`src/rtl/odm_pkg.sv`:
```
// Shared constants and types for the display-memory mode control block
package odm_pkg;
   localparam logic [7:0] ODM_MODE_WR_ADDR = 8'h04;
   localparam logic [7:0] ODM_MODE_RD_ADDR = 8'h84;
   localparam logic [7:0] ODM_DATA_WR_ADDR = 8'h07;
   localparam logic [7:0] ODM_MODE_RESET = 8'h00;
   localparam logic [7:0] ODM_ESCAPE = 8'hff;
   localparam logic [4:0] ODM_ATTR_PAD = 5'h00;
   localparam logic [7:0] ODM_ZERO_BYTE = 8'h00;
   // Mode register field positions
   localparam int ODM_B_MODE8 = 6;
   localparam int ODM_B_LBC = 5;
   localparam int ODM_B_BLK = 4;
   localparam int ODM_B_INV = 3;
   localparam int ODM_B_CLR = 2;
   localparam int ODM_B_VSC = 1;
   localparam int ODM_B_AUTO = 0;
   localparam int ODM_ADDR_W = 9;
   // Clear duration
   localparam int ODM_CLEAR_US = 20;
   localparam int ODM_CLK_MHZ = 100;
   localparam int ODM_CLEAR_CYC = ODM_CLEAR_US * ODM_CLK_MHZ;
   localparam int ODM_CNT_W = $clog2(ODM_CLEAR_CYC + 1);
   localparam int ODM_MEM_WORDS = 512;

   typedef enum logic [1:0]
   {
      ODM_PIX_VIDEO = 2'b00,
      ODM_PIX_BG = 2'b01,
      ODM_PIX_BLACK = 2'b10,
      ODM_PIX_WHITE = 2'b11
   } odm_pix_type;

   typedef enum logic [1:0]
   {
      ODM_CLR_IDLE = 2'b00,
      ODM_CLR_WAIT = 2'b01,
      ODM_CLR_RUN = 2'b10
   } odm_clr_type;
endpackage

```
`src/rtl/odm_clear_engine.sv`:
```
// Display-memory clear sequencer: optional vsync wait, then timed zero fill
`timescale 1ns/1ps
module odm_clear_engine
   import odm_pkg::*;
#(
   parameter int CLEAR_CYC = ODM_CLEAR_CYC,
   parameter int MEM_WORDS = ODM_MEM_WORDS
)
(
   input wire logic i_clk,
   input wire logic i_rst,
   input wire logic i_ce,
   input wire logic i_start,
   input wire logic i_wait_vsync,
   input wire logic i_vsync,
   output logic o_busy,
   output logic o_wr,
   output logic [ODM_ADDR_W-1:0] o_addr
);
   // Counter sized from the parameters so a longer clear cannot wrap it
   localparam int CYC_W = $clog2(CLEAR_CYC + 1);
   localparam int WRD_W = $clog2(MEM_WORDS + 1);
   localparam int CNT_W = (CYC_W > WRD_W) ? CYC_W : WRD_W;
   localparam logic [CNT_W-1:0] LAST = CNT_W'(CLEAR_CYC - 1);
   localparam logic [CNT_W-1:0] WORDS = CNT_W'(MEM_WORDS);
   localparam logic [CNT_W-1:0] ONE = CNT_W'(1);

   odm_clr_type state_q, state_d;
   logic [CNT_W-1:0] cnt_q, cnt_d;

   always_comb
   begin
      state_d = state_q;
      cnt_d = cnt_q;
      unique case (state_q)
         ODM_CLR_IDLE:
         begin
            cnt_d = '0;
            if (i_start)
               state_d = i_wait_vsync ? ODM_CLR_WAIT : ODM_CLR_RUN;
         end
         ODM_CLR_WAIT:
         begin
            if (i_vsync)
               state_d = ODM_CLR_RUN;
         end
         ODM_CLR_RUN:
         begin
            cnt_d = cnt_q + ONE;
            if (cnt_q == LAST)
            begin
               state_d = ODM_CLR_IDLE;
               cnt_d = '0;
            end
         end
         default:
            state_d = ODM_CLR_IDLE;
      endcase
   end

   // Reset lands in the run state: clear at power-up and after reset
   always_ff @(posedge i_clk or posedge i_rst)
   begin
      if (i_rst)
      begin
         state_q <= ODM_CLR_RUN;
         cnt_q <= '0;
      end
      else if (i_ce)
      begin
         state_q <= state_d;
         cnt_q <= cnt_d;
      end
   end

   assign o_busy = (state_q != ODM_CLR_IDLE);
   assign o_wr = (state_q == ODM_CLR_RUN) && (cnt_q < WORDS);
   assign o_addr = ODM_ADDR_W'(cnt_q);
endmodule

```
`src/rtl/odm_mode_ctrl.sv`:
```
// Display-memory mode register, memory write steering and pixel select
// Functional notes
// - 16-bit mode copies default attributes on write
// - External sync, background bit 0: show video
// - Background bit 1: show background brightness level
// - Internal sync forces background bit to one
// - Bit 4 default blink, uses blink timing
// - Blink off phase: video external, background internal
// - Bit 3 default invert swaps black and white
// - Bit 2 clears memory, self-clears after 20us
// - Clear runs at reset and software reset
// - Bit 1 defers clear until next vsync
// - Auto-increment start takes external address registers
// - Auto mode advances address, host sends data
// - 8-bit mode writes: byte select picks character/attribute
// - Escape byte ends auto mode, not stored
// - Setting clear bit resets auto-increment bit
// - Bit 6 selects 16-bit or 8-bit mode
`timescale 1ns/1ps
module odm_mode_ctrl
   import odm_pkg::*;
#(
   parameter int CLEAR_CYC = ODM_CLEAR_CYC,
   parameter int MEM_WORDS = ODM_MEM_WORDS
)
(
   input wire logic i_clk,
   input wire logic i_rst,
   input wire logic i_ce,
   input wire logic i_reg_wr,
   input wire logic i_reg_rd,
   input wire logic [7:0] i_reg_addr,
   input wire logic [7:0] i_reg_wdata,
   output logic [7:0] o_reg_rdata,
   input wire logic i_sw_reset_done,
   input wire logic i_vsync,
   input wire logic [ODM_ADDR_W-1:0] i_addr_base,
   input wire logic i_byte_sel,
   output logic o_mem_char_we,
   output logic o_mem_attr_we,
   output logic [ODM_ADDR_W-1:0] o_mem_addr,
   output logic [7:0] o_mem_char,
   output logic [7:0] o_mem_attr,
   output logic o_clear_busy,
   input wire logic i_ext_sync,
   input wire logic i_bg_mode,
   input wire logic [2:0] i_bg_level,
   input wire logic i_pix_glyph,
   input wire logic i_pix_white,
   input wire logic i_attr_lbc,
   input wire logic i_attr_blk,
   input wire logic i_attr_inv,
   input wire logic i_blink_on,
   output odm_pix_type o_pix_src,
   output logic [2:0] o_pix_level
);
   localparam logic [ODM_ADDR_W-1:0] ADDR_ONE = ODM_ADDR_W'(1);

   ////////////////////////////////////////////////////////////////////////////
   // Register writes and auto-increment state
   logic mode8_q, mode8_d;
   logic [2:0] dflt_q, dflt_d;
   logic vsc_q, vsc_d;
   logic auto_q, auto_d;
   logic [ODM_ADDR_W-1:0] acnt_q, acnt_d;
   logic [7:0] rdata_q, rdata_d;
   logic mode_wr, data_wr, clr_req, esc, store;
   logic clr_busy, clr_wr;
   logic [ODM_ADDR_W-1:0] clr_addr;

   // Writes during a clear are dropped; the host should not issue them
   assign mode_wr = i_reg_wr && i_reg_addr == ODM_MODE_WR_ADDR
      && !clr_busy;
   assign data_wr = i_reg_wr && i_reg_addr == ODM_DATA_WR_ADDR && !clr_busy;
   assign clr_req = (mode_wr && i_reg_wdata[ODM_B_CLR])
      || i_sw_reset_done;
   assign esc = data_wr && auto_q && i_reg_wdata == ODM_ESCAPE;
   assign store = data_wr && !esc;

   odm_clear_engine #(
      .CLEAR_CYC(CLEAR_CYC),
      .MEM_WORDS(MEM_WORDS)
   ) u_clear (
      .i_clk(i_clk),
      .i_rst(i_rst),
      .i_ce(i_ce),
      .i_start(clr_req),
      .i_wait_vsync(mode_wr && i_reg_wdata[ODM_B_VSC]),
      .i_vsync(i_vsync),
      .o_busy(clr_busy),
      .o_wr(clr_wr),
      .o_addr(clr_addr)
   );

   assign o_clear_busy = clr_busy;

   always_comb
   begin
      mode8_d = mode8_q;
      dflt_d = dflt_q;
      vsc_d = vsc_q;
      auto_d = auto_q;
      acnt_d = acnt_q;
      rdata_d = rdata_q;
      if (mode_wr)
      begin
         mode8_d = i_reg_wdata[ODM_B_MODE8];
         dflt_d = i_reg_wdata[ODM_B_LBC:ODM_B_INV];
         vsc_d = i_reg_wdata[ODM_B_VSC];
         auto_d = i_reg_wdata[ODM_B_AUTO];
         if (i_reg_wdata[ODM_B_AUTO] && !auto_q)
            acnt_d = i_addr_base;
      end
      if (esc)
         auto_d = 1'b0;
      if (clr_req)
         auto_d = 1'b0;
      if (store && auto_q)
         acnt_d = acnt_q + ADDR_ONE;
      if (i_reg_rd && i_reg_addr == ODM_MODE_RD_ADDR)
      begin
         rdata_d = ODM_MODE_RESET;
         rdata_d[ODM_B_MODE8] = mode8_q;
         rdata_d[ODM_B_LBC:ODM_B_INV] = dflt_q;
         rdata_d[ODM_B_CLR] = clr_busy;
         rdata_d[ODM_B_VSC] = vsc_q;
         rdata_d[ODM_B_AUTO] = auto_q;
      end
   end

   always_ff @(posedge i_clk or posedge i_rst)
   begin
      if (i_rst)
      begin
         mode8_q <= 1'b0;
         dflt_q <= 3'h0;
         vsc_q <= 1'b0;
         auto_q <= 1'b0;
         acnt_q <= '0;
         rdata_q <= ODM_MODE_RESET;
      end
      else if (i_ce)
      begin
         mode8_q <= mode8_d;
         dflt_q <= dflt_d;
         vsc_q <= vsc_d;
         auto_q <= auto_d;
         acnt_q <= acnt_d;
         rdata_q <= rdata_d;
      end
   end

   assign o_reg_rdata = rdata_q;

   ////////////////////////////////////////////////////////////////////////////
   // Display-memory write port
   logic cwe_q, cwe_d, awe_q, awe_d;
   logic [ODM_ADDR_W-1:0] maddr_q, maddr_d;
   logic [7:0] mchar_q, mchar_d, mattr_q, mattr_d;

   always_comb
   begin
      cwe_d = 1'b0;
      awe_d = 1'b0;
      maddr_d = maddr_q;
      mchar_d = mchar_q;
      mattr_d = mattr_q;
      if (clr_wr)
      begin
         cwe_d = 1'b1;
         awe_d = 1'b1;
         maddr_d = clr_addr;
         mchar_d = ODM_ZERO_BYTE;
         mattr_d = ODM_ZERO_BYTE;
      end
      else if (store)
      begin
         maddr_d = auto_q ? acnt_q : i_addr_base;
         mchar_d = i_reg_wdata;
         if (!mode8_q)
         begin
            cwe_d = 1'b1;
            awe_d = 1'b1;
            mattr_d = {dflt_q, ODM_ATTR_PAD};
         end
         else
         begin
            cwe_d = !i_byte_sel;
            awe_d = i_byte_sel;
            mattr_d = i_reg_wdata;
         end
      end
   end

   always_ff @(posedge i_clk or posedge i_rst)
   begin
      if (i_rst)
      begin
         cwe_q <= 1'b0;
         awe_q <= 1'b0;
         maddr_q <= '0;
         mchar_q <= ODM_ZERO_BYTE;
         mattr_q <= ODM_ZERO_BYTE;
      end
      else if (i_ce)
      begin
         cwe_q <= cwe_d;
         awe_q <= awe_d;
         maddr_q <= maddr_d;
         mchar_q <= mchar_d;
         mattr_q <= mattr_d;
      end
   end

   assign o_mem_char_we = cwe_q;
   assign o_mem_attr_we = awe_q;
   assign o_mem_addr = maddr_q;
   assign o_mem_char = mchar_q;
   assign o_mem_attr = mattr_q;

   ////////////////////////////////////////////////////////////////////////////
   // Pixel source select
   odm_pix_type pix_q, pix_d;
   logic [2:0] lvl_q, lvl_d;
   logic lbc_eff, blank;

   assign lbc_eff = !i_ext_sync || i_attr_lbc || i_bg_mode;
   assign blank = i_attr_blk && !i_blink_on;

   always_comb
   begin
      lvl_d = i_bg_level;
      if (blank)
         pix_d = i_ext_sync ? ODM_PIX_VIDEO : ODM_PIX_BG;
      else if (!i_pix_glyph)
         pix_d = lbc_eff ? ODM_PIX_BG : ODM_PIX_VIDEO;
      else if (i_pix_white ^ i_attr_inv)
         pix_d = ODM_PIX_WHITE;
      else
         pix_d = ODM_PIX_BLACK;
   end

   always_ff @(posedge i_clk or posedge i_rst)
   begin
      if (i_rst)
      begin
         pix_q <= ODM_PIX_VIDEO;
         lvl_q <= 3'h0;
      end
      else if (i_ce)
      begin
         pix_q <= pix_d;
         lvl_q <= lvl_d;
      end
   end

   assign o_pix_src = pix_q;
   assign o_pix_level = lvl_q;
endmodule

```
`config.mk`:
```
export PLATFORM = sky130hd
export DESIGN_NAME = odm_mode_ctrl
export DESIGN_NICKNAME = d
export VERILOG_FILES = /design/src/rtl/odm_pkg.sv /design/src/rtl/odm_clear_engine.sv /design/src/rtl/odm_mode_ctrl.sv
export SDC_FILE = /design/constraint.sdc
export NUM_CORES = 1
export LEC_CHECK = 0
export ABC_AREA = 1
export BUFFER_PORTS_ARGS = -buffer_cell sky130_fd_sc_hd__clkbuf_2
export CAP_MARGIN = 10
export CORE_MARGIN = 2
export CORE_UTILIZATION = 25
export DETAILED_ROUTE_END_ITERATION = 8
export GPL_TIMING_DRIVEN = 0
export SYNTH_ARGS = -nofsm -noshare
export SYNTH_HDL_FRONTEND = slang
export SYNTH_SLANG_ARGS = --single-unit
export TNS_END_PERCENT = 50
```
`constraint.sdc`:
```
create_clock -name i_clk -period 2.2 [get_ports i_clk]
set_input_delay 0.11 -clock i_clk [delete_from_list [all_inputs] [get_ports i_clk]]
set_output_delay 0.11 -clock i_clk [all_outputs]
set_load 0.05 [all_outputs]
```
==> impl_metrics.env, run 1 <==
export IMPL_dominant_combinational_cell_family_by_area_after_synthesis="simple AND/OR/NAND/NOR gates"
export IMPL_start_point_of_the_worst_min_delay_path="i_reg_wdata[7]"
export IMPL_critical_path_n_buffers_inverters=2
export IMPL_h_tree_depth=3
export IMPL_gr_util_all_layers_pct=13.73
export IMPL_timing_critical_path_to_type="flop"
export IMPL_core_rowCount=44
export IMPL_worstPathMaxFanout=10
export IMPL_maximum_achievable_frequency_ghz=0.5888
export IMPL_slew_headroom_pct=43.14
export IMPL_drtAntennaViolNets=0
export IMPL_share_clk_of_total_power_pct=32.9
export IMPL_timing_hold_violations_final=0
export IMPL_cts_repair_timing_setup_buffer_count=0
export IMPL_die_h_um=125.9
export IMPL_drive_above_1_share_pct=23.32
export IMPL_dr_total_vias=3523
export IMPL_syn_mean_instance_area_um2=7.525
export IMPL_final_critical_path_share_of_the_clock_period_pct=77.19
export IMPL_compound_cell_area_share_of_the_yosys_netlist_pct=10.03
export IMPL_detailedPlacementHpwl_um=8073
export IMPL_netSwitchingFraction_pct=40.14
export IMPL_p_comb_share_pct=32.8
export IMPL_yosysWarningCount=0
export IMPL_final_critical_period_ns=1.698
export IMPL_finalSetupViolCount=0
export IMPL_firstDrtPassIters=4
export IMPL_synth_flop_cell="sky130_fd_sc_hd__dfrtp_1"
export IMPL_cts_buffers=9
export IMPL_post_synth_main_area_contributors="sky130_fd_sc_hd__dfrtp_1 44%, sky130_fd_sc_hd__nand2_1 17%, sky130_fd_sc_hd__inv_1 5.5%"
export IMPL_synth_seq_area_share_pct=45.14
export IMPL_count_of_flip_flops_with_a_built_in_enable_after_synthesis=0
export IMPL_grt_first_pass_wirelength_um=17240
export IMPL_critical_path_cell_chain="nor2_4, inv_2, nor2_1, nand2_1, nor2_4, nand3_1, nand2_1, nand2_1, nand2_1, inv_1"
export IMPL_clock_skew_ns=0.006807
export IMPL_viasPerCell=4.511
export IMPL_avgRoutedWirePerCell_um=13.59
export IMPL_core_area_um2=14530
export IMPL_synth_simple_gate_area_share_pct=32.75
export IMPL_cts_repair_resized=0
export IMPL_path_common_cell="sky130_fd_sc_hd__nand2_1"
export IMPL_critical_path_top_delay_family="simple AND/OR/NAND/NOR gates"
export IMPL_synth_top_cell_area_share_pct=44.43
export IMPL_number_of_antenna_violations_at_the_first_check_in_global_routing=1
export IMPL_commonest_cells_after_routing_fill_and_taps_aside="170 x sky130_fd_sc_hd__nand2_1, 83 x sky130_fd_sc_hd__clkbuf_2, 66 x sky130_fd_sc_hd__dfrtp_1, 53 x sky130_fd_sc_hd__inv_1, 35 x sky130_fd_sc_hd__o21ai_0"
export IMPL_finalWeightedCongestion=0.8929
export IMPL_clk_pin_slew_ns=0.06
export IMPL_wirelength_um=10620
export IMPL_synth_area_mux_share_pct=1.212
export IMPL_power_report_internal_total_mw=2.699
export IMPL_grt_setup_unrepaired="false"
export IMPL_worst_endpoint_required_ns=2.44
export IMPL_cts_num_sinks=67
export IMPL_startpoint_type="flop"
export IMPL_start_util_pct=25.58
export IMPL_worst_slew_pin_slew_ns=0.8528
export IMPL_worstHoldPathType="in -> reg"
export IMPL_fp_dieArea_um2=15860
export IMPL_final_common_cell="sky130_fd_sc_hd__nand2_1"
export IMPL_drc=0
export IMPL_grt_ovfl_total=0
export IMPL_fin_setup_tns_ns=0
export IMPL_critPathSlowestCell="sky130_fd_sc_hd__dfrtp_1"
export IMPL_mappedNetlistArea_um2=3717
export IMPL_die_width_um=125.9
export IMPL_first_iter_violations=202
export IMPL_clock_insertion_delay_worst_skew_ns=0.34
export IMPL_maximum_capacitance_violations=0
export IMPL_num_io_pins=85
export IMPL_outcome="finished clean"
export IMPL_startpoint_of_the_worst_setup_timing_path="u_clear.state_q[0]"
export IMPL_syn_instance_count=494
export IMPL_root_buffer="sky130_fd_sc_hd__clkbuf_16"
export IMPL_hold_buffers=4
export IMPL_leakage_nw=2.416
export IMPL_data_arrival_time_of_the_critical_path_ns=1.94
export IMPL_tritoncts="yes"
export IMPL_share_of_flip_flops_with_an_asynchronous_set_or_reset_pct=100.0
export IMPL_power_density_nw_per_um2=958.1
export IMPL_seq_power_share_pct=34.3
export IMPL_synth_xor_area_share_pct=0.9424
export IMPL_maxSlewViolCount=0
export IMPL_design_power_total_mw=4.508
export IMPL_worst_ir_drop_vdd_v=0.0004160
export IMPL_synth_top_cell_by_area="sky130_fd_sc_hd__dfrtp_1"
export IMPL_syn2layout_area_growth_pct=26.59
export IMPL_fin_nets=637
export IMPL_post_synthesis_adder_cell_area_fraction_pct=0.6732
export IMPL_cp_slowest_stage_delay_ns=0.47
export IMPL_worstSetupPathType="reg -> reg"
export IMPL_synth_cell_type_count=38
export IMPL_port_buffer_count=82
export IMPL_max_buffers_root_to_sink=2
export IMPL_worstReg2RegStart="u_clear.state_q[0]"
export IMPL_power_switching_mw=1.810
export IMPL_grt_start_max_net_pins=68
export IMPL_synthesis_nets=540
export IMPL_yosys_register_bits=67
export IMPL_first_global_vias=3449
## registers in the layout, indices dropped and copies added (netlist names), 2 cells and up
| signal | cells |
|---|---|
| acnt_q | 9 |
| dflt_q | 3 |
| o_mem_addr | 9 |
| o_mem_char | 8 |
| o_mem_attr | 8 |
| o_pix_level | 3 |
| o_pix_src | 2 |
| o_reg_rdata | 7 |
| u_clear.cnt_q | 11 |
| u_clear.state_q | 2 |
## area by class of cell
class / instances / area, um2
antenna: 1 / 2.502
buffer: 18 / 123.9
clock buffer: 10 / 239.0
clock inverter: 6 / 63.81
fill: 1570 / 9828
inverter: 57 / 219.0
multi-input combinational: 352 / 1699
sequential: 67 / 1678
tap: 184 / 230.2
timing repair buffer: 86 / 450.4
## synth_stat cells (4+ instances only)
cell type,number
sky130_fd_sc_hd__nand3_1,22
sky130_fd_sc_hd__o21ai_0,35
sky130_fd_sc_hd__nor2_1,28
sky130_fd_sc_hd__nor2_4,4
sky130_fd_sc_hd__o21ai_1,23
sky130_fd_sc_hd__dfrtp_1,66
sky130_fd_sc_hd__nor3_1,7
sky130_fd_sc_hd__inv_1,54
sky130_fd_sc_hd__clkbuf_1,5
sky130_fd_sc_hd__nand2_1,170
sky130_fd_sc_hd__buf_6,5
sky130_fd_sc_hd__buf_4,4
sky130_fd_sc_hd__nand2_2,6
sky130_fd_sc_hd__nand4_1,20
sky130_fd_sc_hd__a21oi_1,6
sky130_fd_sc_hd__mux2_2,4
## power by group through the flow
stage	Sequential, mW	Clock [mW]	Combinational (mW)
floorplan	1.99	0	0.639
global placement	1.56	0	1.47
detailed placement	1.56	0	1.49
CTS	1.54	1.50	1.50
global route	1.57	1.55	1.61
finish	1.55	1.48	1.48
## layer usage
| layer | vias to the layer above | wire [um] | global-route usage (%) |
|---|---|---|---|
| met5 | - | 0 | 0 |
| met4 | 0 | 131 | 4.848 |
| met3 | 10 | 600 | 4.291 |
| met2 | 68 | 5212 | 22.68 |
| met1 | 1656 | 4671 | 16.96 |
| li1 | 1789 | - | - |
## path summary, 6_finish.rpt
check	end	slack, ns	cells after the start
worst max-delay path	acnt_q[2]	0.50	10
worst min-delay path	o_mem_char[7]	0.03	3
worst max register to register	acnt_q[2]	0.50	10
worst min register to register	o_mem_char[1]	0.48	2
max in group asynchronous	mode8_q	1.15	3
min in group asynchronous	acnt_q[7]	0.47	3
## worst reg2reg max path, stage by stage (launching register included)
cell and delay, ns:
sky130_fd_sc_hd__dfrtp_1 0.47, sky130_fd_sc_hd__nor2_4 0.19, sky130_fd_sc_hd__inv_2 0.05, sky130_fd_sc_hd__nor2_1 0.12
sky130_fd_sc_hd__nand2_1 0.12, sky130_fd_sc_hd__nor2_4 0.29, sky130_fd_sc_hd__nand3_1 0.13, sky130_fd_sc_hd__nand2_1 0.08
sky130_fd_sc_hd__nand2_1 0.05, sky130_fd_sc_hd__nand2_1 0.07, sky130_fd_sc_hd__inv_1 0.04
## kinds of logic after synthesis
| group | Yosys count |
|---|---|
| and+or+nand+nor | 270 |
| buffers and inverters | 75 |
| xor gates and xnor gates | 4 |
| muxes | 4 |
| AOI/OAI and AO/OA | 71 |
| DFF | 67 |
| adders and majority gates | 2 |
| other | 1 |
## metrics by stage
stage | cells | hold slack, ns | cell area, um2 | utilization (%) | setup WS, ns
6_report | 781 | 0.03017 | 4706 | 32.38 | 0.5018
2_1_floorplan | 494 | 0.2225 | 3717 | - | 0.4085
4_1_cts | 780 | 0.02152 | 4703 | 32.36 | 0.4860
3_3_place_gp | 760 | 0.3162 | 4358 | 29.98 | -0.5874
5_1_grt | 780 | 0.05913 | 4703 | 32.36 | 0.3530
3_5_place_dp | 760 | 0.3141 | 4360 | 30.00 | 0.4876
(Power assumes the default switching activity.)
==> run 2: changes to the inputs <==
==> constraint.sdc (replaced) <==
create_clock -name i_clk -period 1.7 [get_ports i_clk]
set_input_delay 0.085 -clock i_clk [delete_from_list [all_inputs] [get_ports i_clk]]
set_output_delay 0.085 -clock i_clk [all_outputs]
set_load 0.05 [all_outputs]
==> run 2 against run 1 <==
Critical path depth down 1. First-iteration DRC count down 24%. Fmax up 1.9%. Design area up 1.9%. Register-to-register slack worse by 0.47 ns. Core utilization up 0.63 points. Non-clock buffer count up 5. Setup slack worse by 0.47 ns. Sequential share of layout area down 0.63 points. Global-route usage down 0.39 points. Largest power group unchanged.
==> impl_metrics.env, run 2 (same netlist as run 1, synthesis figures left out) <==
export IMPL_outcome="finished clean"
export IMPL_die_width_um=125.9
export IMPL_h_tree_depth=3
export IMPL_final_common_cell="sky130_fd_sc_hd__nand2_1"
export IMPL_holdWs_ns=0.01374
export IMPL_gr_util_all_layers_pct=13.34
export IMPL_grt_setup_unrepaired="true"
export IMPL_number_of_antenna_violations_at_the_first_check_in_global_routing=1
export IMPL_tritoncts="yes"
export IMPL_cts_num_sinks=67
export IMPL_cp_slowest_stage_delay_ns=0.46
export IMPL_detailedPlacementHpwl_um=8037
export IMPL_worstPathMaxFanout=5
export IMPL_num_io_pins=85
export IMPL_timing_hold_violations_final=0
export IMPL_drive_above_1_share_pct=25.29
export IMPL_final_critical_path_share_of_the_clock_period_pct=98.03
export IMPL_worstHoldPathType="in -> reg"
export IMPL_avgRoutedWirePerCell_um=13.42
export IMPL_timing_critical_path_to_type="flop"
export IMPL_first_iter_violations=153
export IMPL_data_arrival_time_of_the_critical_path_ns=1.90
export IMPL_maximum_achievable_frequency_ghz=0.6001
export IMPL_final_cells=786
export IMPL_dr_total_vias=3509
export IMPL_finalSetupViolCount=0
export IMPL_grt_ovfl_total=0
export IMPL_largest_register="u_clear.cnt_q"
export IMPL_worst_slew_pin_slew_ns=0.6381
export IMPL_wl_met2_um=4989
export IMPL_drc=0
export IMPL_clock_skew_ns=0.005345
export IMPL_power_density_nw_per_um2=1205
export IMPL_first_global_vias=3393
export IMPL_startpoint_type="flop"
export IMPL_final_critical_period_ns=1.667
export IMPL_core_area_um2=14530
export IMPL_slew_headroom_pct=57.37
export IMPL_grt_first_pass_wirelength_um=16860
export IMPL_port_buffer_count=82
export IMPL_largest_register_ff_count=11
export IMPL_routed_wl_met3_um=533
export IMPL_critPathSlowestCell="sky130_fd_sc_hd__dfrtp_2"
export IMPL_root_buffer="sky130_fd_sc_hd__clkbuf_16"
export IMPL_fin_nets=643
export IMPL_max_buffers_root_to_sink=2
export IMPL_core_rowCount=44
export IMPL_syn2layout_area_growth_pct=29.05
export IMPL_commonest_cells_after_routing_fill_and_taps_aside="169 x sky130_fd_sc_hd__nand2_1, 83 x sky130_fd_sc_hd__clkbuf_2, 64 x sky130_fd_sc_hd__dfrtp_1, 51 x sky130_fd_sc_hd__inv_1, 35 x sky130_fd_sc_hd__o21ai_0"
export IMPL_clk_pin_slew_ns=0.06
export IMPL_r2r_slack_ns=0.03
export IMPL_maximum_capacitance_violations=0
export IMPL_fin_setup_tns_ns=0
export IMPL_cts_buffers=9
export IMPL_drt_met1_wl_um=4897
export IMPL_wirelength_um=10550
export IMPL_viasPerCell=4.464
export IMPL_finalWeightedCongestion=0.8634
export IMPL_top_layer="met4"
export IMPL_post_place_cells=761
export IMPL_worstSetupPathType="reg -> reg"
export IMPL_clock_insertion_delay_worst_skew_ns=0.33
export IMPL_maxSlewViolCount=0
export IMPL_critical_path_cell_chain="nor2_4, inv_2, nor2_1, nand4_1, buf_6, a21oi_1, nand2_1, nand2_1, inv_1"
export IMPL_start_util_pct=25.58
export IMPL_grt_start_max_net_pins=42
export IMPL_leakage_nw=2.455
export IMPL_path_common_cell="sky130_fd_sc_hd__nand2_1"
export IMPL_fp_dieArea_um2=15860
export IMPL_drtAntennaViolNets=0
export IMPL_die_h_um=125.9
export IMPL_worst_ir_drop_vdd_v=0.0004049
export IMPL_firstDrtPassIters=4
export IMPL_worst_endpoint_required_ns=1.93
-- run 2: stage by stage --
stage | setup WS (ns) | utilization (%) | power (mW) | cell area, um2
5_1_grt | -0.06920 | 32.99 | 6.092 | 4795
6_report | 0.03347 | 33.01 | 5.779 | 4797
3_3_place_gp | 0.03194 | 30.01 | 3.929 | 4362
2_1_floorplan | 0.1868 | - | 3.400 | 3721
4_1_cts | 0.006276 | 32.44 | 5.826 | 4715
3_5_place_dp | 0.01322 | 30.15 | 3.946 | 4382
-- run 2: cell type report --
type | count | area [um2]
fill | 1555 | 9737
inverter | 57 | 220.2
timing repair buffer | 91 | 498.0
buffer | 18 | 137.6
tap | 184 | 230.2
clock inverter | 5 | 53.80
clock buffer | 10 | 239.0
sequential | 67 | 1680
multi-input combinational | 353 | 1735
antenna | 1 | 2.502
-- run 2: path summary, 6_finish.rpt --
kind | endpoint | from | cells past startpoint
min reg2reg | o_mem_char[1] | o_mem_char[1] | 2
max reg2reg | acnt_q[2] | u_clear.state_q[0] | 9
min | o_mem_char[7] | i_reg_wdata[7] | 3
max in group asynchronous | u_clear.state_q[1] | i_rst | 4
max | acnt_q[2] | u_clear.state_q[0] | 9
min in group asynchronous | o_mem_addr[4] | i_rst | 3
-- run 2: critical path, delay by kind of cell, from the launching register on --
family                 cells  cell delay, ns
AOI/OAI and AO/OA          1            0.18
buffers and inverters      3            0.30
DFF                        1            0.46
and+or+nand+nor            5            0.64
-- run 2: what timing repair did --
| action | 4_1_cts | 5_1_grt |
|---|---|---|
| gates resized for setup | 0 | 15 |
| hold endpoints to repair | 29 | 0 |
| setup buffers | 0 | 3 |
| setup endpoints to repair | 0 | 38 |
| hold buffers | 4 | 0 |
-- run 2: power by group --
group          switching, mW  internal, mW  total (mW)
sequential             0.167          1.83        2.00
clock                  0.694          1.16        1.85
combinational           1.42         0.511        1.93
total                   2.28          3.50        5.78
-- run 2: routing by layer --
layer / vias to the layer above / global-route usage (%)
met4: 0 / 4.266
met1: 1622 / 17.22
met5: - / 0
li1: 1798 / -
met2: 77 / 21.60
met3: 12 / 3.866
